## config.mk

```make
export PLATFORM = sky130hd
export DESIGN_NAME = isfp_top
export DESIGN_NICKNAME = d
export VERILOG_FILES = /design/src/isfp_pkg.sv /design/src/isfp_top.sv
export VERILOG_INCLUDE_DIRS = /design/src
export SDC_FILE = /design/constraint.sdc
export NUM_CORES = 1
export LEC_CHECK = 0
export BUFFER_PORTS_ARGS = -buffer_cell sky130_fd_sc_hd__buf_4
export CORE_UTILIZATION = 30
export CTS_BUF_LIST = sky130_fd_sc_hd__clkbuf_4 sky130_fd_sc_hd__clkbuf_8
export DETAILED_ROUTE_END_ITERATION = 8
export GPL_ROUTABILITY_DRIVEN = 0
export SKIP_LAST_GASP = 1
export SYNTH_ARGS = -nofsm -noshare
export SYNTH_HDL_FRONTEND = slang
export SYNTH_SLANG_ARGS = --single-unit
```

## constraint.sdc

```tcl
create_clock -name i_core_clk -period 3.45 [get_ports i_core_clk]
set_input_delay 0.1725 -clock i_core_clk [delete_from_list [all_inputs] [get_ports i_core_clk]]
set_output_delay 0.1725 -clock i_core_clk [all_outputs]
set_load 0.005 [all_outputs]
```

## src/isfp_map.svh

```systemverilog
// Register map, field positions, keys and reset values of the flash programmer
`ifndef ISFP_MAP_SVH
`define ISFP_MAP_SVH
// ****************************************
// Register offsets
// ****************************************
`define ISFP_OFS_ADDR_HI 8'hF4
`define ISFP_OFS_ADDR_LO 8'hF5
`define ISFP_OFS_DATA 8'hF6
`define ISFP_OFS_CTRL 8'hF7
// ****************************************
// Fields and reset values
// ****************************************
`define ISFP_CTRL_START_BIT 7
`define ISFP_RST_BYTE 8'h00
`define ISFP_RST_ADDR 16'h0000
// ****************************************
// Keys and geometry
// ****************************************
`define ISFP_KEY_A 8'h55
`define ISFP_KEY_B 8'hAA
`define ISFP_BLANK_BYTE 8'hFF
`define ISFP_FLASH_END 16'h4000
`define ISFP_MAX_PAGES 4'h8
`define ISFP_PAGE_BITS 9
`endif

```

## src/isfp_pkg.sv

```systemverilog
// Types of the flash programmer
package isfp_pkg;
  // Flash function select
  typedef enum logic [1:0] {
    FN_PROGRAM = 2'h0,
    FN_PROTECT = 2'h1,
    FN_PAGE_ERASE = 2'h2,
    FN_CHIP_ERASE = 2'h3
  } isfp_func_t;
  // Sequencer states, one-hot
  typedef enum logic [3:0] {
    ST_BOOT_RD = 4'h1,
    ST_BOOT_WAIT = 4'h2,
    ST_IDLE = 4'h4,
    ST_RUN = 4'h8
  } isfp_state_t;
  // Unlock progress
  typedef enum logic [1:0] {
    UL_NONE = 2'h0,
    UL_ONE = 2'h1,
    UL_TWO = 2'h2,
    UL_OPEN = 2'h3
  } isfp_unlock_t;
endpackage

```

## src/isfp_top.sv

```systemverilog
// In-system flash programming sequencer with boot entry and read protection
`timescale 1ns/1ps
`include "isfp_map.svh"
module isfp_top (
  // Clock, reset, enable
  input wire logic i_core_clk,
  input wire logic i_nrst,
  input wire logic i_clk_en,
  // Special-function register port
  input wire logic i_sfr_wr,
  input wire logic i_sfr_rd,
  input wire logic [7:0] i_sfr_addr,
  input wire logic [7:0] i_sfr_wdata,
  output logic [7:0] o_sfr_rdata,
  // Configuration and straps
  input wire logic i_isp_enable,
  input wire logic [3:0] i_boot_pages,
  input wire logic i_prot_lock_nv,
  input wire logic i_p2_6,
  input wire logic i_p2_7,
  input wire logic i_p4_3,
  // Flash array side
  output logic o_fl_req,
  output logic [1:0] o_fl_func,
  output logic [15:0] o_fl_addr,
  output logic [7:0] o_fl_wdata,
  output logic [15:0] o_fl_keep_base,
  input wire logic i_fl_done,
  output logic o_fl_rd,
  input wire logic [7:0] i_fl_rdata,
  input wire logic i_fl_rvalid,
  // External read path
  input wire logic [7:0] i_ext_rdata,
  output logic [7:0] o_ext_rdata,
  // CPU side
  output logic o_pc_hold,
  output logic o_boot_isp,
  output logic [15:0] o_boot_vec,
  output logic o_boot_done
);

  // ****************************************
  // Helpers
  // ****************************************

  // First address of the boot-service area
  function automatic logic [15:0] boot_base(input logic [3:0] n);
    logic [15:0] b;
    b = `ISFP_FLASH_END;
    if (n != 4'h0 && n <= `ISFP_MAX_PAGES) begin
      b = `ISFP_FLASH_END - {3'h0, n, 9'h000};
    end
    return b;
  endfunction

  // Address lies in the guarded area
  function automatic logic in_boot(input logic [15:0] a, input logic [3:0] n);
    return a >= boot_base(n);
  endfunction

  // ****************************************
  // State
  // ****************************************

  isfp_pkg::isfp_state_t state_reg;
  isfp_pkg::isfp_unlock_t unlock_reg;
  logic [7:0] addr_hi_reg;
  logic [7:0] addr_lo_reg;
  logic [7:0] data_reg;
  logic [1:0] func_reg;
  logic prot_lock_reg;
  logic [15:0] target_addr;
  logic wr_hi;
  logic wr_lo;
  logic wr_data;
  logic wr_ctrl;
  logic start_try;
  logic launch;
  logic guarded;
  logic busy;

  // Decoded strobes
  assign wr_hi = i_sfr_wr && i_sfr_addr == `ISFP_OFS_ADDR_HI;
  assign wr_lo = i_sfr_wr && i_sfr_addr == `ISFP_OFS_ADDR_LO;
  assign wr_data = i_sfr_wr && i_sfr_addr == `ISFP_OFS_DATA;
  assign wr_ctrl = i_sfr_wr && i_sfr_addr == `ISFP_OFS_CTRL;
  assign target_addr = {addr_hi_reg, addr_lo_reg};
  assign busy = state_reg == isfp_pkg::ST_RUN;

  // Start request, honoured only when unlocked and enabled
  assign start_try = wr_ctrl && i_sfr_wdata[`ISFP_CTRL_START_BIT];
  assign launch = start_try && state_reg == isfp_pkg::ST_IDLE
    && unlock_reg == isfp_pkg::UL_OPEN && i_isp_enable;

  // Program and page erase inside the boot area start no operation and relock
  assign guarded = (i_sfr_wdata[1:0] == isfp_pkg::FN_PROGRAM
    || i_sfr_wdata[1:0] == isfp_pkg::FN_PAGE_ERASE)
    && in_boot(target_addr, i_boot_pages);

  // ****************************************
  // Register file
  // ****************************************

  // Address registers
  always_ff @(posedge i_core_clk or negedge i_nrst) begin
    if (!i_nrst) begin
      addr_hi_reg <= `ISFP_RST_BYTE;
      addr_lo_reg <= `ISFP_RST_BYTE;
    end else if (i_clk_en) begin
      if (wr_hi) begin
        addr_hi_reg <= i_sfr_wdata;
      end
      if (wr_lo) begin
        addr_lo_reg <= i_sfr_wdata;
      end
    end
  end

  // Data register, also the unlock key path
  always_ff @(posedge i_core_clk or negedge i_nrst) begin
    if (!i_nrst) begin
      data_reg <= `ISFP_RST_BYTE;
    end else if (i_clk_en && wr_data) begin
      data_reg <= i_sfr_wdata;
    end
  end

  // Function select, frozen while an operation runs
  always_ff @(posedge i_core_clk or negedge i_nrst) begin
    if (!i_nrst) begin
      func_reg <= 2'h0;
    end else if (i_clk_en && wr_ctrl && !busy) begin
      func_reg <= i_sfr_wdata[1:0];
    end
  end

  // Unlock sequence tracker
  always_ff @(posedge i_core_clk or negedge i_nrst) begin
    if (!i_nrst) begin
      unlock_reg <= isfp_pkg::UL_NONE;
    end else if (i_clk_en) begin
      if (busy && i_fl_done) begin
        unlock_reg <= isfp_pkg::UL_NONE;
      end else if (launch && guarded) begin
        unlock_reg <= isfp_pkg::UL_NONE;
      end else if (wr_data && unlock_reg != isfp_pkg::UL_OPEN) begin
        case (unlock_reg)
          isfp_pkg::UL_NONE: begin
            unlock_reg <= (i_sfr_wdata == `ISFP_KEY_A) ?
              isfp_pkg::UL_ONE : isfp_pkg::UL_NONE;
          end
          isfp_pkg::UL_ONE: begin
            unlock_reg <= (i_sfr_wdata == `ISFP_KEY_B) ? isfp_pkg::UL_TWO :
              (i_sfr_wdata == `ISFP_KEY_A) ? isfp_pkg::UL_ONE :
              isfp_pkg::UL_NONE;
          end
          isfp_pkg::UL_TWO: begin
            unlock_reg <= (i_sfr_wdata == `ISFP_KEY_A) ?
              isfp_pkg::UL_OPEN : isfp_pkg::UL_NONE;
          end
          default: begin
            unlock_reg <= isfp_pkg::UL_NONE;
          end
        endcase
      end
    end
  end

  // Registered read data
  always_ff @(posedge i_core_clk or negedge i_nrst) begin
    if (!i_nrst) begin
      o_sfr_rdata <= `ISFP_RST_BYTE;
    end else if (i_clk_en && i_sfr_rd) begin
      case (i_sfr_addr)
        `ISFP_OFS_ADDR_HI: begin
          o_sfr_rdata <= addr_hi_reg;
        end
        `ISFP_OFS_ADDR_LO: begin
          o_sfr_rdata <= addr_lo_reg;
        end
        `ISFP_OFS_DATA: begin
          o_sfr_rdata <= data_reg;
        end
        `ISFP_OFS_CTRL: begin
          o_sfr_rdata <= {busy, 5'h00, func_reg};
        end
        default: begin
          o_sfr_rdata <= `ISFP_RST_BYTE;
        end
      endcase
    end
  end

  // ****************************************
  // Sequencer
  // ****************************************

  // Boot read, then idle and run
  always_ff @(posedge i_core_clk or negedge i_nrst) begin
    if (!i_nrst) begin
      state_reg <= isfp_pkg::ST_BOOT_RD;
    end else if (i_clk_en) begin
      case (state_reg)
        isfp_pkg::ST_BOOT_RD: begin
          state_reg <= isfp_pkg::ST_BOOT_WAIT;
        end
        isfp_pkg::ST_BOOT_WAIT: begin
          if (i_fl_rvalid) begin
            state_reg <= isfp_pkg::ST_IDLE;
          end
        end
        isfp_pkg::ST_IDLE: begin
          if (launch && !guarded) begin
            state_reg <= isfp_pkg::ST_RUN;
          end
        end
        isfp_pkg::ST_RUN: begin
          if (i_fl_done) begin
            state_reg <= isfp_pkg::ST_IDLE;
          end
        end
        default: begin
          state_reg <= isfp_pkg::ST_IDLE;
        end
      endcase
    end
  end

  // Operand latch and request pulse toward the array
  always_ff @(posedge i_core_clk or negedge i_nrst) begin
    if (!i_nrst) begin
      o_fl_req <= 1'b0;
      o_fl_func <= 2'h0;
      o_fl_addr <= `ISFP_RST_ADDR;
      o_fl_wdata <= `ISFP_RST_BYTE;
      o_fl_rd <= 1'b0;
    end else if (i_clk_en) begin
      o_fl_req <= 1'b0;
      o_fl_rd <= state_reg == isfp_pkg::ST_BOOT_RD;
      if (state_reg == isfp_pkg::ST_BOOT_RD) begin
        o_fl_addr <= `ISFP_RST_ADDR;
      end else if (launch && !guarded) begin
        o_fl_req <= 1'b1;
        o_fl_func <= i_sfr_wdata[1:0];
        o_fl_wdata <= data_reg;
        if (i_sfr_wdata[1:0] == isfp_pkg::FN_PAGE_ERASE) begin
          o_fl_addr <= {target_addr[15:`ISFP_PAGE_BITS], 9'h000};
        end else begin
          o_fl_addr <= target_addr;
        end
      end
    end
  end

  // Chip erase keeps everything from the boot base upward
  assign o_fl_keep_base = boot_base(i_boot_pages);

  // Program counter stall while the array works
  assign o_pc_hold = busy;

  // ****************************************
  // Read protection
  // ****************************************

  // Lock: zero means protected
  always_ff @(posedge i_core_clk or negedge i_nrst) begin
    if (!i_nrst) begin
      prot_lock_reg <= 1'b1;
    end else if (i_clk_en) begin
      if (state_reg == isfp_pkg::ST_BOOT_RD) begin
        prot_lock_reg <= i_prot_lock_nv;
      end else if (busy && i_fl_done) begin
        if (o_fl_func == isfp_pkg::FN_CHIP_ERASE) begin
          prot_lock_reg <= 1'b1;
        end else if (o_fl_func == isfp_pkg::FN_PROTECT) begin
          prot_lock_reg <= 1'b0;
        end
      end
    end
  end

  // External reads masked to zero while protected
  always_ff @(posedge i_core_clk or negedge i_nrst) begin
    if (!i_nrst) begin
      o_ext_rdata <= `ISFP_RST_BYTE;
    end else if (i_clk_en) begin
      o_ext_rdata <= prot_lock_reg ? i_ext_rdata : `ISFP_RST_BYTE;
    end
  end

  // ****************************************
  // Boot entry
  // ****************************************

  // Blank first byte or straps select the boot area
  always_ff @(posedge i_core_clk or negedge i_nrst) begin
    if (!i_nrst) begin
      o_boot_isp <= 1'b0;
      o_boot_vec <= `ISFP_RST_ADDR;
      o_boot_done <= 1'b0;
    end else if (i_clk_en && state_reg == isfp_pkg::ST_BOOT_WAIT && i_fl_rvalid) begin
      o_boot_done <= 1'b1;
      if (i_fl_rdata == `ISFP_BLANK_BYTE || (!i_p2_6 && !i_p2_7) || !i_p4_3) begin
        o_boot_isp <= 1'b1;
        o_boot_vec <= boot_base(i_boot_pages);
      end
    end
  end
endmodule

```

## Word-level counts from Yosys, hierarchy flattened

Index checks and enable logic that the tools add are counted.

| storage, ports and cells | value |
|---|---|
| input port bits | 48 |
| memory bits (read-only) | 0 |
| bits in registers | 95 |
| word-level logic and storage cells | 109 |
| output and inout port bits | 79 |
| memory bits (writable) | 0 |
| latch bits | 0 |
| memories kept | 0 |

| operators by class | value |
|---|---|
| reduce and logical (&&, ||, !) cells | 44 |
| $add $sub $neg | 1 |
| bitwise operators | 1 |
| divide/modulo/power cells | 0 |
| order comparisons | 2 |
| muxes and demuxes | 23 |
| $mul | 0 |
| shift-type cells | 0 |
| equal/unequal tests | 21 |

Operators by type and width:

| kind | number |
|---|---|
| 8-bit == test, second input constant | 6 |
| 16-bit two-way mux | 3 |
| 8-bit one-hot mux with 4 select lines | 1 |
| 1-bit logical AND | 21 |
| 16-bit greater-or-equal comparator | 1 |
| 4-bit one-hot mux with 4 select lines | 1 |
| 15-bit by 13-bit subtractor with 16-bit output, first input constant | 1 |
| 4-bit two-way mux | 3 |
| 2-bit two-way mux | 5 |
| 2-bit AND reduction | 5 |
| 9-bit two-way mux | 1 |
| 2-bit == test, second input constant | 4 |
| 8-bit by 7-bit == test with 1-bit output, second input constant | 1 |
| 8-bit two-way mux | 1 |
| 1-bit two-way mux | 7 |
| 2-bit != test, second input constant | 3 |
| 2-bit one-hot mux with 3 select lines | 1 |
| 3-bit AND reduction | 2 |
| 3-bit nonzero test | 2 |
| 1-bit zero test | 5 |
| 2-bit by 1-bit == test with 1-bit output, second input constant | 2 |
| 4-bit by 1-bit == test with 1-bit output, second input constant | 1 |
| 4-bit by 2-bit == test with 1-bit output, second input constant | 1 |
| 4-bit by 3-bit == test with 1-bit output, second input constant | 1 |
| other kinds (9) | 13 |

## Longest topological paths before layout

| depth | value |
|---|---|
| depth in word-level cells | 9 |
| depth in mapped cells | 15 |
| gate-level depth less buffers | 14 |

## Worst setup path before layout

OpenSTA, ideal clock, no wires.

| timing | value |
|---|---|
| kind | input port to flip-flop |
| start point | in i_boot_pages[0] |
| end point | reg o_fl_func[0] |
| slack | 0.609 ns |
| setup time | 0.125 ns |
| stages | 13 |
| buffers on the path | 1 |
| required time | 3.325 ns |
| arrival time | 2.716 ns |
| cell sequence | inv_1 ha_1 nor2b_1 xnor2_1 inv_1 nor2_1 ha_1 nor4bb_1 and3_1 o31ai_1 and3_1 buf_2 mux2_2 |

| between the ends | value |
|---|---|
| longest elaborated chain between the ends | 8 |
| elaborated cells between the ends (all ways) | 10 |
| classes of those cells | add/sub (1); order compare (2); mux (1); reduce/logical (6) |

Ends and longest elaborated chain:

| what | line | RTL |
|---|---|---|
| from (decl) | isfp_top.sv:17 | `input wire logic [3:0] i_boot_pages,` |
| parallel branches: the longest is 2 deep, another holds 15-bit by 13-bit subtractor with 16-bit output | - |  |
| 16-bit two-way mux (*) | - |  |
| via o_fl_keep_base[13] | isfp_top.sv:27 | `output logic [15:0] o_fl_keep_base,` |
| 16-bit greater-or-equal comparator (*) | isfp_top.sv:58 | `return a >= boot_base(n);` |
| 1-bit logical AND (*) | isfp_top.sv:98 | `&& in_boot(target_addr, i_boot_pages);` |
| 1-bit zero test (*) | isfp_top.sv:242 | `end else if (launch && !guarded) begin` |
| 1-bit logical AND (*) | isfp_top.sv:242 |  |
| 3-bit AND reduction (no line) (*) | - |  |
| to (signal assigned) | isfp_top.sv:244 | `o_fl_func <= i_sfr_wdata[1:0];` |
| to (decl) | isfp_top.sv:24 | `output logic [1:0] o_fl_func,` |

Mark *: on every way through the listed nets, which the timed path passes.
A chain may end at the register's enable or synchronous reset.

## Worst setup path after layout

| timing | value |
|---|---|
| start point | in i_boot_pages[0] |
| end point | reg o_fl_wdata[5] |

| between the ends | value |
|---|---|
| longest elaborated chain between the ends | 8 |
| elaborated cells between the ends (all ways) | 10 |
| classes of those cells | add/sub (1); order compare (2); mux (1); reduce/logical (6) |

Ends and longest elaborated chain:

| what | line | RTL |
|---|---|---|
| parallel branches: the longest is 2 deep, another holds 15-bit by 13-bit subtractor with 16-bit output | - |  |
| 16-bit two-way mux (*) | isfp_top.sv:50 | `` if (n != 4'h0 && n <= `ISFP_MAX_PAGES) begin `` |
| 16-bit greater-or-equal comparator (*) | isfp_top.sv:58 |  |
| 1-bit logical AND (*) | isfp_top.sv:98 |  |
| 1-bit zero test (*) | isfp_top.sv:242 |  |
| 1-bit logical AND (*) | isfp_top.sv:242 |  |
| 3-bit AND reduction (no line) (*) | - |  |
| to (signal assigned) | isfp_top.sv:235 | `` o_fl_wdata <= `ISFP_RST_BYTE; `` |
| to (signal assigned) | isfp_top.sv:245 | `o_fl_wdata <= data_reg;` |
| to (decl) | isfp_top.sv:26 | `output logic [7:0] o_fl_wdata,` |

Every way passes the cells marked *.

==> results.yml <==
yosys:
  synth-adder-area-share_pct: 2.18
  synth_top_flop_cell: "sky130_fd_sc_hd__dfrtp_1"
  post_synthesis_area_per_instance_um2: 11.4
  netlist_area_um2: 4010
  yosys_warning_count: 0
  area_fraction_in_compound_gates_after_synthesis_pct: 10.4
  ys_seq_area_share_pct: 53.1
  netlist.top_cell.by_area: "sky130_fd_sc_hd__dfrtp_1"
  synth_top_family_by_area: "multiplexers"
  synth_async_sr_flop_share_pct: 100
  synth_enable_flop_cells: 0
  synth_mux_area_share_pct: 13.9
  ys_top_cells_by_area: "sky130_fd_sc_hd__dfrtp_1 (52%), sky130_fd_sc_hd__mux2_2 (11%), sky130_fd_sc_hd__a22o_1 (4.1%)"
  synth_area_in_simple_gates_pct: 13.4
  synthesis.instances: 351
  synth_xor_area_share_pct: 0.218
  ys_ff_latch: 85
  synth_top_area_share_pct: 51.7
  synthDistinctLibCells: 48
floorplan:
  die_h_um: 118
  ios: 127
  floorplan.die_area_um2: 13800
  initial_core_util_pct: 31.3
  row_count: 41
  dieWidth_um: 118
  floorplan.core_area_um2: 12800
clock_tree:
  cts_max_level: 3
  cts.reportedPaths.clkPinSlew_ns: 0.08
  clk_latency_ns: 0.36
  cts-buffers-inserted: 9
  post_cts_resized: 0
  cts_hold_buf: 0
  root_buffer: "sky130_fd_sc_hd__clkbuf_8"
  clkSinkCount: 85
  cts-root-to-sink-buffers: 2
  tritoncts: "done"
  post-cts-setup-buffers: 0
outcome:
  violations: "hold timing"
  status: "finished, violations left"
worst_setup_path:
  worstPathCellList: "buf_4 -> inv_1 -> ha_1 -> nor2b_1 -> xnor2_1 -> inv_1 -> nor2_1 -> ha_1 -> nor4bb_1 -> and3_1 -> o31ai_1 -> and3_1 -> buf_4 -> mux2_2"
  worst_setup_path_end_kind: "register"
  timing_worst_setup_path_type: "input pin to register"
  setup.worst_path.start_class: "input pin"
  arrival_worst_endpoint_ns: 3.16
  worst-endpoint-required_ns: 3.70
  critical_path.max_stage_delay_ns: 0.39
  path_max_fanout: 14
  worst_path_max_delay_cell: "sky130_fd_sc_hd__o31ai_1"
global_route:
  track_usage_pct: 15.2
  grt_pass1_vias: 2953
  globalRoute.totalOverflow: 0
  grt_util_met1_pct: 20.3
  use_met3_pct: 2.71
  globalRouteMet2Util_pct: 23.9
  grt_max_degree: 86
  wire_length_of_the_first_global_routing_pass_um: 16300
  globalRoute.busiestLayer: "met2"
  initial_antenna_violation_count: 0
drt:
  route.detailed.vias_per_inst: 4.74
  drt_first_pass_iters: 5
  detail_route.drc_violations: 0
  detail_route.wirelength_um: 10100
  dr.first_iter.drc_count: 144
  wl_per_cell_um: 15.8
  num_vias: 3019
  antenna_left: 0
sta:
  period_minus_slack_ns: 2.91
  setup_repair_after_global_routing_missed_its_margin: "no"
  final-setup-viol-count: 0
  fin_skew_ns: 0.00742
  report.final.slew_viol_count: 0
  transition_time_of_the_tightest_slew_check_pin_ns: 1.06
  max_slew_margin_pct: 29.6
  hold_ws_ns: -0.0123
  endpoints_failing_hold: 1
  achievable-frequency_ghz: 0.344
  totalNegativeSetupSlack_ns: 0
  timing.final.crit_share_pct: 84.3
placed_design:
  io_buffer_count: 106
  detailed_place.area_um2: 4920
  post-place-cells: 621
  dp_hpwl_um: 7570
power:
  power.static_leakage_nw: 2.60
  max-vdd-ir-drop_mv: 0.145
  power_per_cell_area_nw_per_um2: 388
layout:
  flip_flop_count_of_the_largest_register_all_copies_and_words_added: 16
  instances_no_fill: 637
  n_fill_cell: 1263
  layout.cells.most_common: "sky130_fd_sc_hd__buf_4"
  total_inserted_antenna_cells: 0
  final_cell_mix: "sky130_fd_sc_hd__buf_4 (109), sky130_fd_sc_hd__dfrtp_1 (83), sky130_fd_sc_hd__mux2_2 (38), sky130_fd_sc_hd__nand2_1 (26)"
  multi_input_comb_area_um2: 1680
  drive_gt1_share_pct: 37.8
  largest-register: "o_fl_addr"
  final_util_pct: 40.0
  design_area_um2: 5140
  syn2layout_area_growth_pct: 28.0
  register_area_um2: 2130
  layout.nets: 515
flow_run:
  max-cap-violations: 0
worst_hold_path:
  hold_path_class: "input pin to asynchronous set/reset pin"
Yosys cell counts (4+ instances only):
| master | number |
|---|---|
| sky130_fd_sc_hd__a21oi_1 | 11 |
| sky130_fd_sc_hd__a22o_1 | 19 |
| sky130_fd_sc_hd__buf_4 | 20 |
| sky130_fd_sc_hd__clkbuf_1 | 4 |
| sky130_fd_sc_hd__dfrtp_1 | 83 |
| sky130_fd_sc_hd__ha_1 | 7 |
| sky130_fd_sc_hd__inv_1 | 20 |
| sky130_fd_sc_hd__mux2_2 | 38 |
| sky130_fd_sc_hd__mux2i_1 | 5 |
| sky130_fd_sc_hd__nand2_1 | 26 |
| sky130_fd_sc_hd__nand2b_1 | 5 |
| sky130_fd_sc_hd__nand3_1 | 12 |
| sky130_fd_sc_hd__nand3b_1 | 4 |
| sky130_fd_sc_hd__nand4_1 | 6 |
| sky130_fd_sc_hd__nor2_1 | 15 |
| sky130_fd_sc_hd__nor2b_1 | 4 |
| sky130_fd_sc_hd__nor4_1 | 4 |
| sky130_fd_sc_hd__o21ai_0 | 20 |
path summary, 6_finish.rpt:
kind | start | end | slack, ns | cells after the start
max reg2reg | addr_hi_reg[6] | o_fl_wdata[5] | 0.92 | 7
max | i_boot_pages[0] | o_fl_wdata[5] | 0.54 | 14
min in group i_core_clk | i_ext_rdata[1] | o_ext_rdata[1] | 0.04 | 3
max in group asynchronous | i_nrst | o_sfr_rdata[2] | 2.78 | 1
min reg2reg | o_boot_isp | o_boot_isp | 0.47 | 1
min | i_nrst | o_boot_done | -0.01 | 1
per-layer routing:
metal / up-vias / share of wire [%]
met5: - / 0
met4: 0 / 2.1
met3: 15 / 3.6
met2: 81 / 48
met1: 1481 / 46
li1: 1442 / -
metrics by stage:
step | hold WS (ns) | setup slack [ns] | total power, mW
2_1_floorplan | -0.123 | 0.609 | 1.16
3_3_place_gp | 0.410 | 0.290 | 1.26
3_5_place_dp | 0.415 | 0.171 | 1.26
4_1_cts | 0.0263 | 0.546 | 2.02
5_1_grt | 0.0412 | 0.344 | 2.09
6_report | -0.0123 | 0.542 | 1.99
area by class of cell:
cell class,count,area share [%]
multi-input cells,235,32.8
well taps,172,4.19
clock buffers,13,3.36
repair buffers,109,15.9
inverters,20,1.46
clock inverters,3,0.828
flip-flops and latches,85,41.5
cell families after synthesis:
logic type / Yosys count
xor gates and xnor gates: 1
adders and majority gates: 7
buffers and inverters: 50
DFF: 85
and+or+nand+nor: 97
AOI/OAI and AO/OA: 63
muxes: 47
other: 1
worst max-delay path: cells and delay by family:
family	cells	cell delay [ns]
multiplexers	1	0.36
AND/OR/NAND/NOR	5	1.05
AO/OA/AOI/OAI	1	0.39
adder cells (fa/ha/maj)	2	0.45
buffers and inverters	4	0.54
XOR/XNOR	1	0.20
where the power goes:
| part | internal, mW | leakage (nW) | switching, mW | total [mW] |
|---|---|---|---|---|
| clock network | 0.401 | 0.109 | 0.350 | 0.751 |
| logic | 0.0908 | 1.33 | 0.106 | 0.197 |
| registers | 1.02 | 1.17 | 0.0255 | 1.04 |
(Power assumes the default switching activity.)
